### src/node_filter_pkg.sv
package node_filter_pkg;

    localparam int unsigned DATA_W     = 32;
    localparam int unsigned ADDR_W     = 12;
    localparam int unsigned NODE_W     = 6;
    localparam int unsigned BUS_W      = 10;

    // Register byte addresses
    localparam logic [ADDR_W-1:0] UPPER_SET_ADDR  = 12'h000;
    localparam logic [ADDR_W-1:0] UPPER_CLR_ADDR  = 12'h004;
    localparam logic [ADDR_W-1:0] LOWER_SET_ADDR  = 12'h008;
    localparam logic [ADDR_W-1:0] LOWER_CLR_ADDR  = 12'h00C;
    localparam logic [ADDR_W-1:0] STATUS_ADDR     = 12'h010;

    localparam logic [DATA_W-1:0] MASK_RESET      = 32'h00000000;
    localparam logic [DATA_W-1:0] ZERO_WORD       = 32'h00000000;

    // Upper register fields
    localparam int unsigned REMOTE_BUS_BIT  = 31;
    localparam int unsigned UPPER_NODE_BASE = 32;
    localparam logic [NODE_W-1:0] UPPER_NODE_MAX = 6'h3E;

    // Status register fields
    localparam int unsigned STAT_ACCEPT_BIT = 0;
    localparam int unsigned STAT_ACK_BIT    = 1;
    localparam int unsigned STAT_CNT_LSB    = 16;
    localparam int unsigned DROP_CNT_W      = 16;

    typedef enum logic [1:0] {
        CTX_OTHER,
        CTX_PHYSICAL,
        CTX_ASYNC_RECEIVE
    } dest_ctx_e;

endpackage

### src/set_clear_mask.sv
`timescale 1ns/1ps
module set_clear_mask
    import node_filter_pkg::*;
(
    input  wire logic              pclk,
    input  wire logic              presetn,
    input  wire logic              set_en,
    input  wire logic              clr_en,
    input  wire logic [DATA_W-1:0] wdata,
    output logic      [DATA_W-1:0] mask
);

    logic [DATA_W-1:0] mask_reg;
    logic [DATA_W-1:0] mask_next;

    // Ones set or clear, zeros leave bits alone
    always_comb begin
        mask_next = mask_reg;
        if (set_en) begin
            mask_next = mask_reg | wdata;
        end else if (clr_en) begin
            mask_next = mask_reg & ~wdata;
        end
    end

    always_ff @(posedge pclk or negedge presetn) begin
        if (!presetn) begin
            mask_reg <= MASK_RESET;
        end else begin
            mask_reg <= mask_next;
        end
    end

    assign mask = mask_reg;

endmodule

### src/async_request_node_filter.sv
// Functional notes
// - Requests for physical or async receive context are checked against source node.
// - Disabled source node: request is neither acknowledged nor queued.
// - Per-node bit check applies only to sources on our own bus.
// - Remote-bus requests accepted only when upper register bit 31 is set.
// - Upper register bit k enables local node 32 plus k, k up to 30.
// - Upper register covers high node ids, written via set and clear addresses.
// - Lower register gates like upper, for its own node range, but all 32 of its bits are node enables.
// - Lower register bit n enables local node n, n from 0 to 31.
//
// The APB slave port and the register offsets were left to the implementer.
`timescale 1ns/1ps
module async_request_node_filter
    import node_filter_pkg::*;
(
    input  wire logic              pclk,
    input  wire logic              presetn,
    input  wire logic              psel,
    input  wire logic              penable,
    input  wire logic              pwrite,
    input  wire logic [ADDR_W-1:0] paddr,
    input  wire logic [DATA_W-1:0] pwdata,
    output logic      [DATA_W-1:0] prdata,
    output logic                   pready,
    output logic                   pslverr,
    input  wire logic [BUS_W-1:0]  local_bus_id,
    input  wire logic              req_valid,
    input  wire logic [BUS_W-1:0]  req_src_bus,
    input  wire logic [NODE_W-1:0] req_src_node,
    input  wire dest_ctx_e         req_dest_ctx,
    output logic                   decision_valid,
    output logic                   decision_ack,
    output logic                   decision_queue
);

    ////////////////////////////////////////////////////////////////////////////////
    // Register access decode

    logic              access;
    logic              setup;
    logic              mapped;
    logic              hit_upper;
    logic              hit_lower;
    logic              hit_status;
    logic              upper_set_en;
    logic              upper_clr_en;
    logic              lower_set_en;
    logic              lower_clr_en;
    logic [DATA_W-1:0] upper_mask;
    logic [DATA_W-1:0] lower_mask;

    assign access = psel & penable;
    assign setup  = psel & ~penable;

    // One decoder feeds the error flag and the read mux alike
    always_comb begin
        hit_upper  = 1'b0;
        hit_lower  = 1'b0;
        hit_status = 1'b0;
        case (paddr)
            UPPER_SET_ADDR, UPPER_CLR_ADDR: begin
                hit_upper = 1'b1;
            end
            LOWER_SET_ADDR, LOWER_CLR_ADDR: begin
                hit_lower = 1'b1;
            end
            STATUS_ADDR: begin
                hit_status = 1'b1;
            end
            default: begin
                hit_status = 1'b0;
            end
        endcase
    end

    assign mapped = hit_upper | hit_lower | hit_status;

    // Zero wait states: read data is captured during setup
    assign pready  = 1'b1;
    assign pslverr = access & ~mapped;

    assign upper_set_en = access & pwrite & (paddr == UPPER_SET_ADDR);
    assign upper_clr_en = access & pwrite & (paddr == UPPER_CLR_ADDR);
    assign lower_set_en = access & pwrite & (paddr == LOWER_SET_ADDR);
    assign lower_clr_en = access & pwrite & (paddr == LOWER_CLR_ADDR);

    set_clear_mask u_upper (
        .pclk    (pclk),
        .presetn (presetn),
        .set_en  (upper_set_en),
        .clr_en  (upper_clr_en),
        .wdata   (pwdata),
        .mask    (upper_mask)
    );

    set_clear_mask u_lower (
        .pclk    (pclk),
        .presetn (presetn),
        .set_en  (lower_set_en),
        .clr_en  (lower_clr_en),
        .wdata   (pwdata),
        .mask    (lower_mask)
    );

    ////////////////////////////////////////////////////////////////////////////////
    // Request decision

    logic                  filtered_ctx;
    logic                  same_bus;
    logic                  node_bit;
    logic [2*DATA_W-1:0]   node_enable;
    logic                  accept;
    logic                  decision_valid_reg;
    logic                  decision_valid_next;
    logic                  decision_ack_reg;
    logic                  decision_ack_next;
    logic                  last_accept_reg;
    logic                  last_accept_next;
    logic                  last_ack_reg;
    logic                  last_ack_next;
    logic [DROP_CNT_W-1:0] drop_cnt_reg;
    logic [DROP_CNT_W-1:0] drop_cnt_next;
    logic [DATA_W-1:0]     prdata_reg;
    logic [DATA_W-1:0]     prdata_next;

    assign filtered_ctx = (req_dest_ctx == CTX_PHYSICAL) ||
                          (req_dest_ctx == CTX_ASYNC_RECEIVE);
    assign same_bus     = (req_src_bus == local_bus_id);

    // Node 63 has no enable bit, so it never passes the per-node check
    generate
        for (genvar g = 0; g < DATA_W; g++) begin : g_node
            assign node_enable[g] = lower_mask[g];
            if (g == REMOTE_BUS_BIT) begin : g_top
                assign node_enable[UPPER_NODE_BASE + g] = 1'b0;
            end else begin : g_high
                assign node_enable[UPPER_NODE_BASE + g] = upper_mask[g];
            end
        end
    endgenerate

    assign node_bit = node_enable[req_src_node];

    always_comb begin
        if (!filtered_ctx) begin
            accept = 1'b1;
        end else if (same_bus) begin
            accept = node_bit;
        end else begin
            accept = upper_mask[REMOTE_BUS_BIT];
        end
    end

    always_comb begin
        decision_valid_next = req_valid;
        decision_ack_next   = decision_ack_reg;
        if (req_valid) begin
            decision_ack_next = accept;
        end
    end

    always_comb begin
        last_accept_next = last_accept_reg;
        last_ack_next    = last_ack_reg;
        drop_cnt_next    = drop_cnt_reg;
        if (req_valid) begin
            last_accept_next = accept;
            last_ack_next    = accept;
            // Saturate so software never sees a wrapped small count
            if (!accept && (drop_cnt_reg != {DROP_CNT_W{1'b1}})) begin
                drop_cnt_next = drop_cnt_reg + 1'b1;
            end
        end
    end

    ////////////////////////////////////////////////////////////////////////////////
    // Read data

    always_comb begin
        prdata_next = prdata_reg;
        if (setup) begin
            prdata_next = ZERO_WORD;
            if (!pwrite) begin
                if (hit_upper) begin
                    prdata_next = upper_mask;
                end else if (hit_lower) begin
                    prdata_next = lower_mask;
                end else if (hit_status) begin
                    prdata_next[STAT_ACCEPT_BIT] = last_accept_reg;
                    prdata_next[STAT_ACK_BIT]    = last_ack_reg;
                    prdata_next[STAT_CNT_LSB +: DROP_CNT_W] = drop_cnt_reg;
                end
            end
        end
    end

    always_ff @(posedge pclk or negedge presetn) begin
        if (!presetn) begin
            decision_valid_reg <= 1'b0;
            decision_ack_reg   <= 1'b0;
        end else begin
            decision_valid_reg <= decision_valid_next;
            decision_ack_reg   <= decision_ack_next;
        end
    end

    always_ff @(posedge pclk or negedge presetn) begin
        if (!presetn) begin
            last_accept_reg <= 1'b0;
            last_ack_reg    <= 1'b0;
            drop_cnt_reg    <= '0;
        end else begin
            last_accept_reg <= last_accept_next;
            last_ack_reg    <= last_ack_next;
            drop_cnt_reg    <= drop_cnt_next;
        end
    end

    always_ff @(posedge pclk or negedge presetn) begin
        if (!presetn) begin
            prdata_reg <= ZERO_WORD;
        end else begin
            prdata_reg <= prdata_next;
        end
    end

    assign decision_valid = decision_valid_reg;
    assign decision_ack   = decision_ack_reg;
    // A rejected request must not be queued either
    assign decision_queue = decision_ack_reg;
    assign prdata         = prdata_reg;

endmodule

### config.mk
export PLATFORM = sky130hd
export DESIGN_NAME = async_request_node_filter
export DESIGN_NICKNAME = d
export VERILOG_FILES = /design/src/node_filter_pkg.sv /design/src/set_clear_mask.sv /design/src/async_request_node_filter.sv
export SDC_FILE = /design/constraint.sdc
export NUM_CORES = 1
export LEC_CHECK = 0
export BUFFER_PORTS_ARGS = -buffer_cell sky130_fd_sc_hd__buf_2
export CAP_MARGIN = 20
export CORE_UTILIZATION = 41
export DETAILED_ROUTE_END_ITERATION = 8
export PLACE_DENSITY_LB_ADDON = 0.25
export SETUP_SLACK_MARGIN = 0.3
export SLEW_MARGIN = 10
export SYNTH_ARGS = -nofsm -noshare
export SYNTH_HDL_FRONTEND = slang
export SYNTH_SLANG_ARGS = --single-unit
### constraint.sdc
create_clock -name pclk -period 2.5 [get_ports pclk]
set_input_delay 0.25 -clock pclk [delete_from_list [all_inputs] [get_ports pclk]]
set_output_delay 0.25 -clock pclk [all_outputs]
set_load 0.02 [all_outputs]
## Word level (Yosys, flattened, before mapping)

Index checks and enable logic that the tools add are counted.

| cells by class | value |
|---|---|
| add/sub/neg operators | 1 |
| multipliers | 0 |
| divide/modulo/power cells | 0 |
| $lt $le $gt $ge | 1 |
| equal/unequal tests | 8 |
| shift operators | 0 |
| mux-type cells | 18 |
| bitwise operators | 17 |
| reductions and logical operators | 9 |

Operators by type and width:

| kind | number |
|---|---|
| 32-bit 2-to-1 mux | 6 |
| 32-bit bitwise AND | 2 |
| 32-bit bitwise OR | 2 |
| 16-bit 2-to-1 mux | 2 |
| 32-bit inverter | 1 |
| 12-bit by 4-bit equality test with 1-bit output, second input constant | 2 |
| 16-bit by 1-bit adder with 16-bit output, second input constant | 1 |
| 16-bit inequality test, second input constant | 1 |
| 14-bit 2-to-1 mux | 1 |
| 12-bit by 3-bit equality test with 1-bit output, second input constant | 1 |
| 12-bit by 5-bit equality test with 1-bit output, second input constant | 1 |
| 12-bit zero test | 1 |
| 10-bit equality test | 1 |
| 1-bit bitwise AND | 8 |
| 6-bit by 7-bit < comparator with 1-bit output, second input constant | 1 |
| 1-bit binary-select mux with 6-bit select | 1 |
| 1-bit 2-to-1 mux | 6 |
| 2-bit 2-to-1 mux | 2 |
| 2-bit nonzero test | 2 |
| 2-bit OR reduction | 2 |
| 2-bit by 1-bit equality test with 1-bit output, second input constant | 1 |
| 2-bit equality test, second input constant | 1 |
| 1-bit inverter | 2 |
| 1-bit bitwise OR | 2 |
| other kinds (4) | 4 |

| storage, ports and cells | value |
|---|---|
| register bits after elaboration | 114 |
| bits in latches | 0 |
| bits in writable memories | 0 |
| bits in read-only memories | 0 |
| bits of input ports | 78 |
| output and inout bits | 37 |
| logic and storage cells | 60 |
| memories kept | 0 |

## Logic depth before layout (Yosys ltp)

Gate-level depths: netlist of the first run.

| depth | value |
|---|---|
| word-level depth | 7 |
| depth in mapped cells | 10 |
| gate-level depth less buffers | 7 |

## Modules after synthesis

Synthesis of the first run repeated with hierarchy kept, for this count alone.

| unflattened totals | value |
|---|---|
| cell total of the unflattened synthesis | 574 |
| area, all modules | 5935.7 um^2 |

By module, submodules not included:

| module | instances | cells each | area an instance (um^2) |
|---|---|---|---|
| async_request_node_filter | 1 | 370 | 3435.8 |
| set_clear_mask | 2 | 102 | 1249.9 |

## Least setup slack after synthesis of the first run

OpenSTA, ideal clock, no wires.

| path | value |
|---|---|
| path type | input to register |
| start | in req_src_node[0] |
| end | reg drop_cnt_reg[12] |
| setup time | 0.128 ns |
| data arrival time | 2.148 ns |
| data required time | 2.372 ns |
| path slack | 0.225 ns |
| stages on the path | 7 |
| buffers on the path | 1 |
| path through | buf_6 > mux4_2 > and2_4 > a2111oi_4 > o31ai_2 > nor4b_1 > mux2_1 |

| on the way | value |
|---|---|
| word-level cells in the longest chain between the ends | 7 |

RTL lines:

| what | line | source |
|---|---|---|
| from (decl) | async_request_node_filter.sv:29 | `input wire logic [NODE_W-1:0] req_src_node,` |
| 1-bit binary-select mux with 6-bit select | async_request_node_filter.sv:142 | `assign node_bit = node_enable[req_src_node];` |
| 1-bit 2-to-1 mux (implied by the code) | async_request_node_filter.sv:142 |  |
| 1-bit 2-to-1 mux | async_request_node_filter.sv:147 | `end else if (same_bus) begin` |
| 1-bit 2-to-1 mux | async_request_node_filter.sv:145 | `if (!filtered_ctx) begin` |
| 1-bit zero test | async_request_node_filter.sv:170 | `if (!accept && (drop_cnt_reg != {DROP_CNT_W{1'b1}})) begin` |
| 1-bit logical AND | async_request_node_filter.sv:170 |  |
| 2-bit AND reduction (no line) | - |  |
| to (signal assigned) | async_request_node_filter.sv:215 | `drop_cnt_reg <= drop_cnt_next;` |
| to (decl) | async_request_node_filter.sv:121 | `logic [DROP_CNT_W-1:0] drop_cnt_reg;` |

Every way passes these cells. The select of a mux whose other input is x is not followed.
A chain may end at the register's enable or synchronous reset.

==> results of run 1 <==
how the worst min path moves through the flow:
| stage | startpoint | endpoint | slack (ps) | cells after the start |
|---|---|---|---|---|
| floorplan | presetn | asynchronous set/reset pin | -50 | 0 |
| global placement | presetn | decision_valid | 250 | 1 |
| detailed placement | presetn | decision_valid | 250 | 1 |
| CTS | pwdata[8] | flip-flop | 90 | 3 |
| global route | pwdata[0] | flip-flop | 100 | 3 |
| finish | pwdata[8] | flip-flop | 100 | 3 |
where the power goes:
group / switching (mW) / total (mW) / internal (mW)
clock network: 0.848 / 2.75 / 1.90
logic: 0.177 / 0.287 / 0.109
registers: 0.00588 / 1.86 / 1.85
total: 1.03 / 4.89 / 3.86
worst reg2reg max path, stage by stage, from the launching register on:
cell,delay (ps)
dfrtp_1,390
mux4_2,480
and2_4,180
a211oi_2,200
a2111o_1,190
buf_12,140
nand4_1,130
buf_4,190
nor3_4,170
xor2_1,160
final cells by class:
cell class,count,share of cell area
flip-flops and latches,114,0.3636
clock inverters,8,0.02184
well taps,180,0.02869
repair buffers,154,0.1202
inverters,38,0.01817
multi-input cells,445,0.3833
diodes,1,0.0003188
clock buffers,24,0.06391
cells by family after synthesis:
| logic type | Yosys count | synth area share |
|---|---|---|
| other | 1 | 0.0006213 |
| DFF | 114 | 0.4726 |
| and+or+nand+nor | 220 | 0.1602 |
| AOI/OAI and AO/OA | 123 | 0.1345 |
| muxes | 76 | 0.1391 |
| buffers and inverters | 78 | 0.05597 |
| adders and majority gates | 1 | 0.002073 |
| xor gates and xnor gates | 24 | 0.03483 |
metal layers:
layer,GRT usage,up-vias,routed length (µm)
li1,-,2463,-
met1,0.3078,2486,7370
met2,0.3708,162,8208
met3,0.05304,31,875
met4,0.09413,0,431
met5,0,-,0
what timing repair did:
action | in CTS | in global routing
resized for setup | 11 | 18
hold endpoints to repair | 37 | 0
setup endpoints to repair | 11 | 16
hold buffers | 2 | 0
pin swaps | 7 | 11
buffers inserted | 6 | 14
per-stage QoR:
step | TNS, ps | std cells | hold WS (ps) | total power [mW]
global route | 0 | 963 | 103.0 | 5.043
global placement | 0 | 909 | 245.7 | 2.163
detailed placement | -85.58 | 909 | 250.1 | 2.170
finish | 0 | 964 | 98.93 | 4.893
CTS | 0 | 949 | 93.61 | 4.923
floorplan | 0 | 637 | -45.59 | 2.012
layout by cell type, fill, tap and decap left out, drive strengths merged, types with 7 or more instances in the layout:
master,synthesis,final
buf,12,152
clkbuf,28,24
xor2,21,21
nand2,143,143
nor2,31,31
o41ai,18,18
inv,38,38
mux2i,67,67
dfrtp,114,114
o21ai,65,65
nand4,9,9
a22oi,7,7
a21boi,18,18
==> reports/results.txt, run 1 <==
status: complete, no violations
worst slew pin tran: 609.1 ps
WP data arrival: 2640 ps
total iterations of the first detailed-routing run: 5
RSZ-0062 raised after global routing: yes
synth warn: 0
Pwr Density: 623.3 mW/mm²
die height: 123.3 µm
element type at the critical path end: flip-flop
PortBufs: 113
core area: 0.01410 mm²
CTS Buffer Depth: 2
Distinct cells, synth: 51
r2r setup slk: 190 ps
die area: 0.01521 mm²
HP Class: input pin to flip-flop
Clk Latency, worst-skew pair: 420 ps
Seq/Total Area, Yosys: 0.4726
initial antenna violation count: 0
Worst Path Buf+Inv: 2
Final setup viols: 0
layout cell share with drive strength beyond 1: 0.2746
Slew HR: 0.5940
Post-DP Area: 0.006872 mm²
critical path class: flip-flop to flip-flop
multi-input combinational cell area: 0.003009 mm²
register area: 0.002854 mm²
gr usage total: 0.2335
Crit Path Max Fanout: 8
Clock transition at path regs: 50 ps
CTS buffer count: 17
post-synth top area share: 0.4726
Reg2Reg Depth: 9
Layout Nets: 849
WL/cell: 17.52 µm
clk sink count: 114
fin crit period: 2306 ps
Synth area leaders: dfrtp_1 (47%), mux2i_1 (11%), nand2_1 (8.8%)
CTS tree: built
Mean Syn Cell Area: 9.475 µm²
Worst EP required: 2840 ps
post-synth top area cell: dfrtp_1
Peak Freq: 0.4337 GHz
FF-to-FF End: drop_cnt_reg[6]
Fin. Hold Viols: 0
chip width: 123.3 µm
H-tree Lvls: 4
async set-reset flop share out of synthesis: 1.000
Finished Core Util: 0.5569
Final WS setup: 194.1 ps
drt first-iter violations: 361
# IOs: 115
crit-path cells: mux4_2, and2_4, a211oi_2, a2111o_1, buf_12, nand4_1, buf_4, nor3_4, xor2_1
Area Growth Syn to Fin: 30.06%
Seq cells post-synth: 114
Top delay family on crit path: multiplexers
max_cap viols: 0
Post-DP HPWL: 11,620 µm
first-pass GRT wire length: 26,590 µm
crit share post-route: 0.9224
VDD IR max: 0.4579 mV
top cells by count, synth: nand2_1 (142), dfrtp_1 (114), mux2i_1 (67)
CP endpoint: drop_cnt_reg[6]
row cnt: 43
EDFF count, synth: 0
Root Driver: clkbuf_16
Netlist Area Pre-Place: 0.006036 mm²
vias per cell: 5.334
design area: 0.007850 mm²
CP Launch Type: flip-flop
Routed WL: 16,890 µm
most common cell in the netlist: nand2_1
Residual DRC: 0
Worst path slowest cell: mux4_2
clock skew: 14.70 ps
RD Place Congestion: 0.9104
Final ANT Viol Nets: 0
Final Slew Violations: 0
Pleak: 3.988 nW
pin count of the biggest net entering global routing: 66
DP Worst Slack: -81.57 ps
Worst path depth: 9
vias in the first global route: 5,019
Synth Flop Type: dfrtp_1
Initial Util: 0.4282
filler cell count: 1,236
Net Count, Synth: 716
Synth Instances: 637
CP max stage delay: 480 ps
via count: 5,142
grt ovf: 0
(Power assumes the default switching activity.)
==> run 2, diff against run 1 <==
--- a/config.mk
+++ b/config.mk
@@ -7,11 +7,13 @@
 export LEC_CHECK = 0
 export BUFFER_PORTS_ARGS = -buffer_cell sky130_fd_sc_hd__buf_2
 export CAP_MARGIN = 20
-export CORE_UTILIZATION = 41
+export CORE_UTILIZATION = 45
 export DETAILED_ROUTE_END_ITERATION = 8
 export PLACE_DENSITY_LB_ADDON = 0.25
+export RECOVER_POWER = 100
 export SETUP_SLACK_MARGIN = 0.3
 export SLEW_MARGIN = 10
 export SYNTH_ARGS = -nofsm -noshare
 export SYNTH_HDL_FRONTEND = slang
 export SYNTH_SLANG_ARGS = --single-unit
+export TNS_END_PERCENT = 5
==> run 2 against run 1 <==
  * Cell area fell by 4.6%
  * Maximum frequency fell by 2.0%
  * Clock skew fell by 5.8 ps
  * Worst hold slack improved by 5.4 ps
  * Global-route usage rose by 2.1 points
==> reports/results.txt, run 2 (same netlist as run 1, synthesis figures left out) <==
CTS buffer count: 17 (unchanged)
Flop pwr share: 0.388 (+0.008)
# IOs: 115 (unchanged)
Final ANT Viol Nets: 0 (unchanged)
via count: 5,151 (+0.18%)
core area: 0.01282 mm² (-9.0%)
setup TNS: 0 ps (unchanged)
Fin. Hold Viols: 0 (unchanged)
leading cell type in the layout, fill and taps excluded: nand2_1
fin crit period: 2352 ps (+45.90 ps)
Placed Cells: 904 (-0.55%)
clock skew: 8.949 ps (-5.751 ps)
Clock transition at path regs: 50 ps (about the same)
Top delay family on crit path: multiplexers
Area Growth Syn to Fin: 24.05%
Final Slew Violations: 0 (unchanged)
WP data arrival: 2650 ps (about the same)
Post-DP HPWL: 11,790 µm (+1.5%)
VDD IR max: 0.4424 mV (-3.4%)
Clk Latency, worst-skew pair: 420 ps (about the same)
Pwr Density: 639.9 mW/mm² (+2.6%)
CTS tree: built
Initial Util: 0.4706 (+0.04244)
status: complete, no violations
drt first-iter violations: 381 (+5.5%)
Pwr Total: 4.791 mW (-2.1%)
Crit Path Max Fanout: 7 (-1)
pin count of the biggest net entering global routing: 66 (unchanged)
clk sink count: 114 (unchanged)
H-tree Lvls: 4 (unchanged)
gr usage total: 0.2550 (+0.02149)
switch share: 0.2127 (+0.001890)
Routed WL: 16,980 µm (+0.56%)
RD Place Congestion: 0.9218 (+1.3%)
row cnt: 41 (-4.7%)
initial antenna violation count: 0 (unchanged)
vias in the first global route: 5,354 (+6.7%)
Root Driver: clkbuf_16
Residual DRC: 0 (unchanged)
CTS Buffer Depth: 2 (unchanged)
grt ovf: 0 (unchanged)
vias per cell: 5.468 (+2.5%)
PortBufs: 113 (unchanged)
Peak Freq: 0.4252 GHz (-2.0%)
layout cell share with drive strength beyond 1: 0.1896 (-0.08497)
critical path class: flip-flop to flip-flop
die height: 117.8 µm (-4.5%)
max_cap viols: 0 (unchanged)
RSZ-0062 raised after global routing: yes
Worst path slowest cell: mux4_2
antenna diode count: 0 (-1)
Slew HR: 0.1638 (-0.4302)
HP Class: input pin to flip-flop
Worst Path Buf+Inv: 1 (-1)
Int Power: 3.772 mW (-2.3%)
CP Launch Type: flip-flop
die area: 0.01388 mm² (-8.7%)
CP max stage delay: 470 ps (about the same)
Final setup viols: 0 (unchanged)
first-pass GRT wire length: 27,320 µm (+2.7%)
Layout Nets: 836 (-1.5%)
most frequent cells in the layout: nand2_1 (142), dfrtp_1 (113), buf_2 (76)
Worst EP required: 2800 ps (-40 ps)
worst slew pin tran: 1254 ps (+645.2 ps)
total iterations of the first detailed-routing run: 5 (unchanged)
Clk pwr share: 0.554 (-0.008)
logic gate share of total power: 0.059 (about the same)
Pleak: 3.701 nW (-7.2%)
element type at the critical path end: flip-flop
switching pwr: 1.019 mW (-1.2%)
chip width: 117.8 µm (-4.5%)
crit share post-route: 0.9407 (+0.01836)
WL/cell: 18.03 µm (+2.9%)
final cell count without fillers: 942 (-2.3%)
crit-path cells: mux4_2, and2_1, a211oi_2, a2111o_1, clkbuf_2, nor4b_4, mux2_1
## run 2: cell count changes in the layout (fill, tap and decap cells not counted), sizes merged
| cell | delta |
|---|---|
| clkinv | +1 |
| clkbuf | +44 |
| buf | -59 |
| clkinvlp | +1 |
| diode | -1 |
## run 2: power by group through the flow
stage,registers [mW],logic (mW),clock network [mW]
5_1_grt,1.86,0.309,2.76
2_1_floorplan,1.89,0.123,0
4_1_cts,1.86,0.289,2.68
6_report,1.86,0.281,2.65
3_3_place_gp,1.89,0.279,0
3_5_place_dp,1.89,0.284,0
## run 2: worst min-delay path, cell delays in order
cell and delay (ps):
buf_2 100, nand2_1 60, o21ai_0 70
## run 2: per-stage QoR
stage,area (µm²),setup slack [ps],utilization,hold slack [ps]
finish,7487,148.2,0.5838,104.3
global route,7487,37.66,0.5838,118.3
CTS,7594,205.9,0.5921,91.89
detailed placement,6872,-92.80,0.5358,315.4
global placement,6872,-31.37,0.5358,317.3
floorplan,6057,293.3,-,-45.59
## run 2: final timing paths
kind	start	to	slack, ps	cells past startpoint
max in group asynchronous	presetn	drop_cnt_reg[5]	490	3
worst max-delay path	flip-flop	drop_cnt_reg[12]	150	7
worst min-delay path	pwdata[5]	flip-flop	100	3
worst max register to register	flip-flop	drop_cnt_reg[12]	150	7
worst min register to register	prdata[28]	prdata[28]	470	2
min in group asynchronous	presetn	asynchronous set/reset pin	630	2
## run 2: cell type report
type | instances | area (µm²)
multi-input combinational | 445 | 2878
clock inverter | 10 | 180.2
sequential | 114 | 2854
fill | 1151 | 5338
timing repair buffer | 141 | 753.2
tap | 172 | 215.2
clock buffer | 22 | 464.2
inverter | 38 | 142.6
## run 2: repair_timing
action | 4_1_cts | 5_1_grt
gates resized for setup | 7 | 1
buffers inserted | 4 | 0
hold endpoints to repair | 47 | 0
endpoints found under the setup margin | 11 | 15
hold buffers | 2 | 0
pin swaps | 4 | 0
## run 2: metal layers
metal / part of all wire / routed length [µm] / up-vias / global-route usage
met3: 0.051 / 859 / 27 / 0.05184
li1: - / - / 2438 / -
met2: 0.50 / 8503 / 162 / 0.4250
met5: 0 / 0 / - / 0
met4: 0.021 / 351 / 0 / 0.1218
met1: 0.43 / 7266 / 2524 / 0.3158
==> run 3, diff against run 2 <==
--- a/config.mk
+++ b/config.mk
@@ -5,6 +5,7 @@
 export SDC_FILE = /design/constraint.sdc
 export NUM_CORES = 1
 export LEC_CHECK = 0
+export ABC_AREA = 1
 export BUFFER_PORTS_ARGS = -buffer_cell sky130_fd_sc_hd__buf_2
 export CAP_MARGIN = 20
 export CORE_UTILIZATION = 45
==> constraint.sdc (replaced) <==
create_clock -name pclk -period 2.2 [get_ports pclk]
set_input_delay 0.22 -clock pclk [delete_from_list [all_inputs] [get_ports pclk]]
set_output_delay 0.22 -clock pclk [all_outputs]
set_load 0.02 [all_outputs]
==> run 3 against run 2 <==
  * Register-to-register slack better by 150 ps
  * Cell area is 4.9% higher
  * Worst setup slack better by 150 ps
  * First-iteration DRC count is 10% higher
  * Total power is 15% higher
  * Utilization is 1.6 points lower
  * Global-route usage is 0.56 points lower
  * Maximum frequency is 24% higher
  * Clock skew is 0.64 ps higher
  * Critical path type unchanged
  * Via count is 12% higher
  * Die area is 5.6% higher
  * Largest cell class unchanged
==> reports/results.txt, run 3 <==
vias per cell: 5.310 (-2.9%)
logic gate share of total power: 0.064 (+0.005)
switch share: 0.2187 (+0.005932)
gr usage total: 0.2493 (-0.005631)
Fin. Hold Viols: 0 (unchanged)
status: complete, no violations
clk sink count: 114 (unchanged)
register area: 0.002854 mm² (unchanged)
Area Growth Syn to Fin: 23.19%
H-tree Lvls: 4 (unchanged)
crit-path cells: ha_4, nand3_4, nor2_4, nand4_1, nor4_4, clkbuf_4, buf_4, nor2_1, nand4_1, nand2_1, nand2_1
Peak Freq: 0.5267 GHz (+24%)
most frequent cells in the layout: nand2_1 (225), dfrtp_1 (113), inv_1 (91)
Routed WL: 17,470 µm (+2.9%)
Seq cells post-synth: 114 (unchanged)
first-pass GRT wire length: 27,890 µm (+2.1%)
vias in the first global route: 5,621 (+5.0%)
Final ANT Viol Nets: 0 (unchanged)
Clk Latency, worst-skew pair: 420 ps (about the same)
Mean Syn Cell Area: 8.250 µm² (-13%)
post-synth top area share: 0.4473 (-0.02531)
Net Count, Synth: 852 (+19%)
Worst Path Buf+Inv: 2 (+1)
# IOs: 115 (unchanged)
Slew HR: 0.2242 (+0.06044)
Distinct cells, synth: 40 (-22%)
met2 Usage GRT: 0.3914 (-0.03357)
Post-DP HPWL: 11,740 µm (-0.37%)
Top delay family on crit path: simple AND/OR/NAND/NOR gates
CTS buffer count: 17 (unchanged)
Reg2Reg Depth: 11 (+4)
post-synth top area cell: dfrtp_1
Final setup viols: 0 (unchanged)
CTS tree: built
Clk pwr share: 0.555 (about the same)
fin crit period: 1899 ps (-453.3 ps)
Synth Instances: 773 (+21%)
EDFF count, synth: 0 (unchanged)
WP data arrival: 2260 ps (-390 ps)
WL/cell: 16.11 µm (-11%)
DP Worst Slack: 152.9 ps (+245.7 ps)
Residual DRC: 0 (unchanged)
CTS Buffer Depth: 2 (unchanged)
RD Place Congestion: 0.8775 (-4.8%)
via count: 5,761 (+12%)
Synth area leaders: dfrtp_1 (45%), nand2_1 (13%), mux2i_1 (10%)
async set-reset flop share out of synthesis: 1.000 (unchanged)
crit share post-route: 0.8630 (-0.07776)
die area: 0.01465 mm² (+5.6%)
Pwr Density: 702.9 mW/mm² (+9.8%)
Finished Core Util: 0.5682 (-0.01562)
layout cell share with drive strength beyond 1: 0.1724 (-0.01723)
worst slew pin tran: 1164 ps (-90.65 ps)
antenna diode count: 0 (unchanged)
Initial Util: 0.4612 (-0.009409)
setup TNS: 0 ps (unchanged)
CP max stage delay: 410 ps (-60 ps)
synth warn: 0 (unchanged)
die height: 121.0 µm (+2.7%)
leading cell type in the layout, fill and taps excluded: nand2_1
grt ovf: 0 (unchanged)
most common cell in the netlist: nand2_1
Final WS setup: 301.5 ps (+153.3 ps)
top cells by count, synth: nand2_1 (225), dfrtp_1 (114), inv_1 (91)
Seq/Total Area, Yosys: 0.4473 (-0.02531)
Final Slew Violations: 0 (unchanged)
RSZ-0062 raised after global routing: yes
Flop pwr share: 0.381 (-0.007)
pin count of the biggest net entering global routing: 65 (-1.5%)
switching pwr: 1.207 mW (+18%)
clock skew: 9.589 ps (+0.6400 ps)
max_cap viols: 0 (unchanged)
Layout Nets: 971 (+16%)
CP Launch Type: flip-flop
Worst EP required: 2560 ps (-240 ps)
VDD IR max: 0.4155 mV (-6.1%)
core area: 0.01383 mm² (+7.8%)
hold path depth: 3 (unchanged)
filler cell count: 1,286 (+12%)
Root Driver: clkbuf_16
layer with the highest usage: met2
GR Util met3: 0.05310 (+0.001260)
Int Power: 4.314 mW (+14%)
Worst path slowest cell: dfrtp_1
Netlist Area Pre-Place: 0.006377 mm² (+5.7%)
Pleak: 4.464 nW (+21%)
Crit Path Max Fanout: 3 (-4)
met1 usage in global routing: 0.3398 (+0.02402)
element type at the critical path end: flip-flop
multi-input combinational cell area: 0.002993 mm² (+4.0%)
row cnt: 43 (+4.9%)
Synth Flop Type: dfrtp_1
critical path class: flip-flop to flip-flop
Clock transition at path regs: 60 ps (about the same)
PortBufs: 113 (unchanged)
initial antenna violation count: 0 (unchanged)
chip width: 121.0 µm (+2.7%)
drt first-iter violations: 419 (+10%)
HP Class: input pin to flip-flop
Worst path depth: 11 (+4)
total iterations of the first detailed-routing run: 5 (unchanged)
[run 3: cell types whose count changed in the layout (fill, tap and decap cells not counted), sizes merged, moves of 13 or more]
cell    previous run  this run
o22ai              1        14
nand3              6        72
o21ai             65        12
nand2            143       227
inv               38        94
o41ai             18         0
a22o               1        14
a21boi            18         0
[run 3: kinds of logic (layout without fill, tap and decap cells)]
| logic type | count (synthesis) | after routing | synth area share |
|---|---|---|---|
| AND/OR/NAND/NOR | 365 | 365 | 0.2519 |
| AO/OA/AOI/OAI | 69 | 69 | 0.08181 |
| other | 1 | 1 | 0.0005880 |
| XOR/XNOR | 18 | 18 | 0.02472 |
| multiplexers | 64 | 64 | 0.1005 |
| adder cells (fa/ha/maj) | 1 | 1 | 0.001962 |
| buffers and inverters | 141 | 273 | 0.09123 |
| flip-flops | 114 | 114 | 0.4473 |
[run 3: tightest hold or removal path: stages]
cell	delay, ps
buf_2	100
nand2_1	70
mux2i_1	70
[run 3: through the flow]
stage          power (mW)  hold slack [ps]  std cells  cell area [µm²]
2_1_floorplan       2.308           -75.59        773             6377
3_3_place_gp        2.494            256.6       1042             7152
3_5_place_dp        2.494            247.8       1042             7152
4_1_cts             5.547            77.62       1077             7830
5_1_grt             5.663            84.32       1085             7856
6_report            5.522            83.39       1085             7856
[run 3: metal layers]
metal  share of wire  vias up
met5               0        -
met2            0.46      197
li1                -     2786
met4           0.017        0
met1            0.46     2749
met3           0.061       29
[run 3: path summary, 6_finish.rpt]
kind,from,endpoint,slack [ps]
worst min-delay path,pwdata[15],flip-flop,80
worst max register to register,drop_cnt_reg[1],drop_cnt_reg[4],300
min in group asynchronous,presetn,drop_cnt_reg[11],560
worst max-delay path,drop_cnt_reg[1],drop_cnt_reg[4],300
worst min register to register,prdata[0],prdata[0],480
max in group asynchronous,presetn,drop_cnt_reg[7],440
[run 3: repair_timing]
item,CTS,global route
resized for setup,0,11
hold buffers,1,0
hold endpoints to repair,38,0
pin swaps,0,5
gates cloned,0,0
setup buffers,2,8
setup endpoints to repair,15,17
[run 3: power by group through the flow]
stage / combinational (mW) / sequential, mW / clock (mW)
final: 0.351 / 2.10 / 3.07
after global routing: 0.395 / 2.10 / 3.16
after CTS: 0.357 / 2.10 / 3.09
after detailed placement: 0.354 / 2.14 / 0
after global placement: 0.353 / 2.14 / 0
after floorplan: 0.166 / 2.14 / 0
[run 3: layout make-up]
type / count / share of cell area
Inverter: 96 / 0.04634
Multi-Input combinational cell: 518 / 0.3810
Sequential cell: 114 / 0.3633
Clock buffer: 22 / 0.06036
Tap cell: 180 / 0.02867
Timing Repair Buffer: 145 / 0.09763
Clock inverter: 10 / 0.02277
